--- config.mk ---
export PLATFORM = sky130hd
export DESIGN_NAME = mcz_top
export DESIGN_NICKNAME = d
export VERILOG_FILES = /design/src/mcz_pkg.sv /design/src/mcz_mul_if.sv /design/src/mcz_mul.sv /design/src/mcz_top.sv
export SDC_FILE = /design/constraint.sdc
export NUM_CORES = 1
export LEC_CHECK = 0
export ABC_AREA = 0
export BUFFER_PORTS_ARGS = -buffer_cell sky130_fd_sc_hd__buf_2
export CORE_MARGIN = 2
export CORE_UTILIZATION = 30
export CTS_CLUSTER_DIAMETER = 200
export DETAILED_ROUTE_END_ITERATION = 16
export GPL_ROUTABILITY_DRIVEN = 0
export GPL_TIMING_DRIVEN = 0
export PLACE_DENSITY_LB_ADDON = 0.15
export SETUP_SLACK_MARGIN = 0.02
export SYNTH_ARGS = -nofsm -noshare
export SYNTH_HDL_FRONTEND = slang
export SYNTH_SLANG_ARGS = --single-unit
--- constraint.sdc ---
create_clock -name core_clk_i -period 1.9 [get_ports core_clk_i]
set_input_delay 0.38 -clock core_clk_i [delete_from_list [all_inputs] [get_ports core_clk_i]]
set_output_delay 0.38 -clock core_clk_i [all_outputs]
set_load 0.01 [all_outputs]
--- src/mcz_pkg.sv ---
// How it works
// - Shift-enable write shifts 40-bit accumulator once
// - Shift-enable also gates DMA multi-bit shifts
// - Direction bit: 0 left, 1 right
// - Clear zeroes accumulator, MCU mode only
// - Clear resets status except interrupt, ready
// - Clear bit self-clears, always reads zero
// - Fractional bit: 0 integer, 1 fractional
// - Accumulate bit: 0 MAC, 1 multiply-only
// - Accumulator negate before adding product
// - B negate feeds negated B, register unchanged
// - A negate feeds negated A, register unchanged
// - Register at 0xC0 page 0xF, bit-addressable
// - MCU start runs one operation, busy clears
// - Signed enable picks signed or unsigned arithmetic
`default_nettype none
package mcz_pkg;
  localparam int unsigned MCZ_ACC_W = 40;
  localparam int unsigned MCZ_OP_W = 16;
  localparam logic [3:0] MCZ_SFR_PAGE = 4'hF;
  localparam logic [7:0] MCZ_CFG0_ADDR = 8'hC0;
  localparam logic [7:0] MCZ_CFG0_RESET = 8'h00;
  localparam int unsigned MCZ_B_SHIFT_EN = 7;
  localparam int unsigned MCZ_B_SHIFT_DIR = 6;
  localparam int unsigned MCZ_B_CLR_ACC = 5;
  localparam int unsigned MCZ_B_FRAC = 4;
  localparam int unsigned MCZ_B_ACC_MODE = 3;
  localparam int unsigned MCZ_B_ACC_NEG = 2;
  localparam int unsigned MCZ_B_NEG_B = 1;
  localparam int unsigned MCZ_B_NEG_A = 0;
  // Bits that read back; the two write-only triggers read as zero
  localparam logic [7:0] MCZ_CFG0_RD_MASK = 8'h5F;
  localparam logic [2:0] MCZ_SINGLE_SHIFT = 3'h1;
  localparam logic [7:0] MCZ_FULL_MASK = 8'hFF;
  localparam logic [7:0] MCZ_ONE_BIT = 8'h01;
endpackage
`default_nettype wire

--- src/mcz_mul_if.sv ---
`default_nettype none
interface mcz_mul_if;
  import mcz_pkg::*;
  logic [MCZ_OP_W-1:0] op_a;
  logic [MCZ_OP_W-1:0] op_b;
  logic neg_a;
  logic neg_b;
  logic signed_en;
  logic frac;
  logic [MCZ_ACC_W-1:0] product;
  modport user (output op_a, op_b, neg_a, neg_b, signed_en, frac, input product);
  modport mult (input op_a, op_b, neg_a, neg_b, signed_en, frac, output product);
endinterface
`default_nettype wire

--- src/mcz_mul.sv ---
`default_nettype none
module mcz_mul
  import mcz_pkg::*;
(
  mcz_mul_if.mult mul // Operands in, extended product out
);
  logic signed [MCZ_OP_W:0] ax;
  logic signed [MCZ_OP_W:0] bx;
  logic signed [2*MCZ_OP_W+1:0] p;
  logic [MCZ_ACC_W-1:0] p_ext;

  always_comb begin
    // Extra bit keeps unsigned operands positive until negated
    ax = mul.signed_en ? {mul.op_a[MCZ_OP_W-1], mul.op_a} : {1'b0, mul.op_a};
    bx = mul.signed_en ? {mul.op_b[MCZ_OP_W-1], mul.op_b} : {1'b0, mul.op_b};
    if (mul.neg_a) begin
      ax = -ax;
    end
    if (mul.neg_b) begin
      bx = -bx;
    end
    p = ax * bx;
    p_ext = {{(MCZ_ACC_W-2*MCZ_OP_W-2){p[2*MCZ_OP_W+1]}}, p};
    // Fractional results are aligned one place up
    mul.product = mul.frac ? {p_ext[MCZ_ACC_W-2:0], 1'b0} : p_ext;
  end
endmodule
`default_nettype wire

--- src/mcz_top.sv ---
`default_nettype none
module mcz_top
  import mcz_pkg::*;
(
  input wire logic core_clk_i, // Core clock, 10 MHz
  input wire logic rst_n_i, // Async reset, active low
  input wire logic [3:0] sfr_page_i, // SFR page of access
  input wire logic [7:0] sfr_addr_i, // SFR address
  input wire logic sfr_wr_i, // Byte write strobe
  input wire logic [7:0] sfr_wdata_i, // Byte write data
  input wire logic sfr_bit_wr_i, // Single-bit write strobe
  input wire logic [2:0] sfr_bit_sel_i, // Bit index for bit write
  input wire logic sfr_bit_val_i, // Bit value for bit write
  input wire logic sfr_rd_i, // Read strobe
  output logic [7:0] sfr_rdata_o, // Read data, registered
  input wire logic [MCZ_OP_W-1:0] operand_a_i, // Stored A register
  input wire logic [MCZ_OP_W-1:0] operand_b_i, // Stored B register
  input wire logic start_i, // Start request, MCU mode
  input wire logic dma_mode_i, // High in DMA mode
  input wire logic dma_step_i, // One DMA operation pulse
  input wire logic signed_mode_enable_i, // Signed arithmetic
  input wire logic [1:0] mb_shift_i, // Multi-bit shift count minus one
  input wire logic flag_clr_i, // Clears ready and interrupt flags
  output logic [MCZ_ACC_W-1:0] acc_o, // Accumulator
  output logic busy_o, // Operation in progress
  output logic zero_flag_o, // Sticky: some result was zero since the last clear
  output logic result_ready_flag_o, // Result ready, MCU mode
  output logic mac_interrupt_flag_o, // Interrupt flag
  output logic status_clear_o // Pulse: status reset by clear
);

  ////////////////////////////////////////////////////////////////////////////
  logic rst_s1_q;
  logic rst_n_q;

  always_ff @(posedge core_clk_i or negedge rst_n_i) begin
    if (!rst_n_i) begin
      rst_s1_q <= 1'b0;
      rst_n_q <= 1'b0;
    end else begin
      rst_s1_q <= 1'b1;
      rst_n_q <= rst_s1_q;
    end
  end

  ////////////////////////////////////////////////////////////////////////////
  function automatic logic cfg_hit(input logic [3:0] page, input logic [7:0] addr);
    return (page == MCZ_SFR_PAGE) && (addr == MCZ_CFG0_ADDR);
  endfunction

  function automatic logic [MCZ_ACC_W-1:0] acc_shift(input logic [MCZ_ACC_W-1:0] v,
      input logic right, input logic sgn, input logic [2:0] n);
    if (!right) begin
      return v << n;
    end else if (sgn) begin
      return MCZ_ACC_W'($signed(v) >>> n);
    end else begin
      return v >> n;
    end
  endfunction

  ////////////////////////////////////////////////////////////////////////////
  logic [7:0] cfg_q, cfg_d;
  logic clr_pend_q, clr_pend_d;
  logic shot_q, shot_d;
  logic [7:0] rdata_q, rdata_d;
  logic [MCZ_ACC_W-1:0] acc_q, acc_d;
  logic busy_q, busy_d;
  logic zero_q, zero_d;
  logic ready_q, ready_d;
  logic int_q, int_d;
  logic wr_any;
  logic [7:0] wmask;
  logic [7:0] wbits;
  logic op_go;
  logic [MCZ_ACC_W-1:0] addend;
  logic [MCZ_ACC_W-1:0] result;
  mcz_mul_if mul_if ();

  mcz_mul u_mul (
    .mul(mul_if.mult)
  );

  always_comb begin
    mul_if.op_a = operand_a_i;
    mul_if.op_b = operand_b_i;
    mul_if.neg_a = cfg_q[MCZ_B_NEG_A];
    mul_if.neg_b = cfg_q[MCZ_B_NEG_B];
    mul_if.signed_en = signed_mode_enable_i;
    mul_if.frac = cfg_q[MCZ_B_FRAC];
  end

  ////////////////////////////////////////////////////////////////////////////
  // Register access
  always_comb begin
    wr_any = (sfr_wr_i || sfr_bit_wr_i) && cfg_hit(sfr_page_i, sfr_addr_i);
    wmask = sfr_bit_wr_i ? (MCZ_ONE_BIT << sfr_bit_sel_i) : MCZ_FULL_MASK;
    wbits = sfr_bit_wr_i ? ({8{sfr_bit_val_i}} & wmask) : sfr_wdata_i;
    cfg_d = cfg_q;
    clr_pend_d = 1'b0;
    shot_d = 1'b0;
    rdata_d = rdata_q;
    if (wr_any) begin
      cfg_d = (cfg_q & ~wmask) | (wbits & wmask);
      // Clear request is a one-shot; never stored in the register
      cfg_d[MCZ_B_CLR_ACC] = 1'b0;
      clr_pend_d = wbits[MCZ_B_CLR_ACC] && wmask[MCZ_B_CLR_ACC] && !dma_mode_i;
      shot_d = wbits[MCZ_B_SHIFT_EN] && wmask[MCZ_B_SHIFT_EN];
    end
    if (sfr_rd_i && cfg_hit(sfr_page_i, sfr_addr_i)) begin
      rdata_d = cfg_q & MCZ_CFG0_RD_MASK;
    end
  end

  always_ff @(posedge core_clk_i or negedge rst_n_q) begin
    if (!rst_n_q) begin
      cfg_q <= MCZ_CFG0_RESET;
      clr_pend_q <= 1'b0;
      shot_q <= 1'b0;
      rdata_q <= MCZ_CFG0_RESET;
    end else begin
      cfg_q <= cfg_d;
      clr_pend_q <= clr_pend_d;
      shot_q <= shot_d;
      rdata_q <= rdata_d;
    end
  end

  ////////////////////////////////////////////////////////////////////////////
  // Datapath; clear beats operation beats single shift
  always_comb begin
    op_go = busy_q || (dma_mode_i && dma_step_i);
    addend = cfg_q[MCZ_B_ACC_NEG] ? MCZ_ACC_W'(-acc_q) : acc_q;
    result = cfg_q[MCZ_B_ACC_MODE] ? mul_if.product : addend + mul_if.product;
    if (dma_mode_i && dma_step_i && cfg_q[MCZ_B_SHIFT_EN]) begin
      result = acc_shift(result, cfg_q[MCZ_B_SHIFT_DIR], signed_mode_enable_i,
                         {1'b0, mb_shift_i} + MCZ_SINGLE_SHIFT);
    end
    acc_d = acc_q;
    busy_d = busy_q;
    zero_d = zero_q;
    ready_d = ready_q;
    int_d = int_q;
    if (flag_clr_i) begin
      ready_d = 1'b0;
      int_d = 1'b0;
    end
    if (clr_pend_q) begin
      acc_d = '0;
      busy_d = 1'b0;
      zero_d = 1'b0;
    end else if (op_go) begin
      acc_d = result;
      zero_d = (result == '0) || zero_q;
      busy_d = 1'b0;
      if (busy_q) begin
        // Set wins over a simultaneous software clear
        ready_d = 1'b1;
        int_d = 1'b1;
      end
    end else if (shot_q) begin
      acc_d = acc_shift(acc_q, cfg_q[MCZ_B_SHIFT_DIR], signed_mode_enable_i,
                        MCZ_SINGLE_SHIFT);
    end
    if (start_i && !dma_mode_i && !clr_pend_q) begin
      busy_d = 1'b1;
    end
  end

  always_ff @(posedge core_clk_i or negedge rst_n_q) begin
    if (!rst_n_q) begin
      acc_q <= '0;
      busy_q <= 1'b0;
      zero_q <= 1'b0;
      ready_q <= 1'b0;
      int_q <= 1'b0;
    end else begin
      acc_q <= acc_d;
      busy_q <= busy_d;
      zero_q <= zero_d;
      ready_q <= ready_d;
      int_q <= int_d;
    end
  end

  assign sfr_rdata_o = rdata_q;
  assign acc_o = acc_q;
  assign busy_o = busy_q;
  assign zero_flag_o = zero_q;
  assign result_ready_flag_o = ready_q;
  assign mac_interrupt_flag_o = int_q;
  assign status_clear_o = clr_pend_q;

  logic clr_wr;
  assign clr_wr = wr_any && wbits[MCZ_B_CLR_ACC] && wmask[MCZ_B_CLR_ACC];
endmodule
`default_nettype wire

==> results.toml <==
[synthesis]
synth_flop_cell = "dfrtp_1"
synth-edff-count = 0
syn-cell-area_sq_mm = 0.0267
syn_area_per_cell_sq_um = 7.48
synth-seq-cells = 61
yosysTopAreaCell = "fa_1"
syn_inst = 3567
synthArstFlopShare = 1.00
yosys.cell_types.count = 106
ys_seq_area_frac = 0.0572
synthTopCellsByArea = "fa_1, ha_1, nor2_1"
synth_top_area_share = 0.223
post-synth-top-count-cell = "nor2_1"
ys_warn_count = 0
synth_commonest_cells = "nor2_1, nand2_1, inv_1"

[clock_network]
cts_buffers = 9
ctsLongestPathBuffers = 2
clk_pin_slew_ns = 0.06
cts_tree = "done"
insertion_delay_ns = 0.36
htreeDepth = 3
root_buffer = "clkbuf_16"
clock_sinks = 61

[outcome]
status = "finished, violations left"
violations = "setup timing"

[global_routing]
met1_usage = 0.374
antenna_found_initial = 1
grt_max_degree = 60
grt_pass1_wl_um = 206000
overflow = 0
use_met2 = 0.479
grt_pass1_vias = 31200
track_usage = 0.300
use_met3 = 0.0593
grt-busiest-layer = "met2"

[sta]
period_minus_slack_ns = 11.24
max_freq_ghz = 0.0890
period_share = 5.91
rsz0062_at_grt = "yes"
setup_ws_ns = -9.34
hold_violations = 0
worst_pin_slew_ns = 1.35
drv_slew = 0
fin_skew_ns = 0.0112
maxSlewHeadroom = 0.0985
setup_viol = 41

[critical_path]
crit_type = "input pin to register"
crit_arrival_ns = 11.49
critPathCaptureType = "register"
slowest_delay_ns = 0.60
cp_max_fo = 10
worstSetupStartpointType = "input pin"
cp_slowest_cell = "fa_2"
critical_path_required_ns = 2.16
path_common_cell = "fa_1"

[route]
drc = 0
firstDrtPassIters = 7
drt-initial-drc-count = 3297
ant_nets = 0
wl_um = 140000
via_per_inst = 6.03
num_vias = 31500
wl_per_cell_um = 26.9

[final_layout]
layout.area.seq_sq_mm = 0.00154
fillers = 8861
drive_gt1_frac = 0.327
multi_input_area_sq_mm = 0.0280
final_nets = 4540
syn_to_final_growth_pct = 42.0
diodes = 0

[die]
fp.dieW_um = 302
start_util = 0.302
dieArea_sq_mm = 0.0914
io_pins = 121
coreArea_sq_mm = 0.0882
rows = 109
fp.dieH_um = 302

[place]
place_ws_ns = -11.95
io_buffers = 116
dpl.hpwl_um = 108000

[min_path]
hp-class = "input pin to register"

[flow_run]
maxCapViolCount = 0
final cells by class:
class                   instances  share of cell area
clock buffers                  12             0.00677
plain buffers                 215              0.0414
flip-flops and latches         61              0.0406
well taps                    1165              0.0385
clock inverters                 4             0.00125
inverters                     333              0.0341
multi-input cells            2939               0.739
repair buffers                488              0.0980
worst paths after layout:
kind                                      from                          to  slack, ns  depth (start not counted)
worst max-delay path            operand_a_i[6]                 zero_flag_o      -9.34                         42
worst min-delay path                flag_clr_i        mac_interrupt_flag_o       0.22                          2
worst max register to register        register                 zero_flag_o      -8.98                         38
worst min register to register        rst_s1_q                     rst_n_q       0.35                          0
max in group asynchronous              rst_n_q  asynchronous set/reset pin       0.83                          0
min in group asynchronous              rst_n_i                     rst_n_q       0.33                          2
through the flow:
| stage | setup TNS [ns] | utilization | std cells | hold slack (ns) | area [sq um] |
|---|---|---|---|---|---|
| finish | -335.12 | 0.430 | 5217 | 0.219 | 37900 |
| CTS | -334.16 | 0.401 | 5088 | 0.205 | 35400 |
| global route | -345.91 | 0.430 | 5217 | 0.218 | 37900 |
| detailed placement | -447.21 | 0.336 | 4849 | 0.169 | 29700 |
| floorplan | -314.44 | - | 3568 | 0.0844 | 27600 |
| global placement | -506.04 | 0.336 | 4849 | 0.168 | 29700 |
cell usage in the layout (no fill, tap or decap), types with 31 or more instances in the layout:
cell	count
nor2_1	383
nand2_1	340
buf_4	329
inv_1	300
fa_1	283
buf_2	118
a21oi_1	116
clkbuf_1	110
o21ai_0	104
ha_1	84
nand3_1	76
mux2i_1	74
o211ai_1	66
xnor2_1	58
a21oi_2	57
buf_6	56
dfrtp_1	55
a211oi_1	48
nor3_1	46
ha_4	41
o21ai_2	39
a21o_1	38
nand4_1	35
a21oi_4	32
a211oi_2	31
and2_1	31
metal layers:
metal / vias up / part of all wire
li1: 13700 / -
met1: 15400 / 0.39
met2: 1769 / 0.45
met3: 517 / 0.085
met4: 0 / 0.078
met5: - / 0
timing repair:
item | CTS | global route
resized for setup | 715 | 362
setup endpoints to repair | 48 | 48
buffers inserted | 238 | 134
pin swaps | 246 | 138
hold buffers | 1 | 0
endpoints found under the hold margin | 2 | 0
worst max-delay path: cells and delay by family:
kind                       cells  cell delay [ns]
and+or+nand+nor               10             2.45
buffers and inverters         10             1.32
adders and majority gates      8             3.72
AOI/OAI and AO/OA             13             3.32
xor gates and xnor gates       1             0.24
logic make-up after synthesis:
| family | Yosys count | share of synthesized area |
|---|---|---|
| AOI/OAI and AO/OA | 1019 | 0.268 |
| muxes | 117 | 0.0483 |
| other | 2 | 0.000281 |
| xor gates and xnor gates | 132 | 0.0433 |
| buffers and inverters | 568 | 0.0824 |
| adders and majority gates | 425 | 0.283 |
| DFF | 61 | 0.0572 |
| and+or+nand+nor | 1243 | 0.217 |
Power is not shown: default switching activity piles up to over one toggle a cycle in this logic, so the estimate is an artifact.
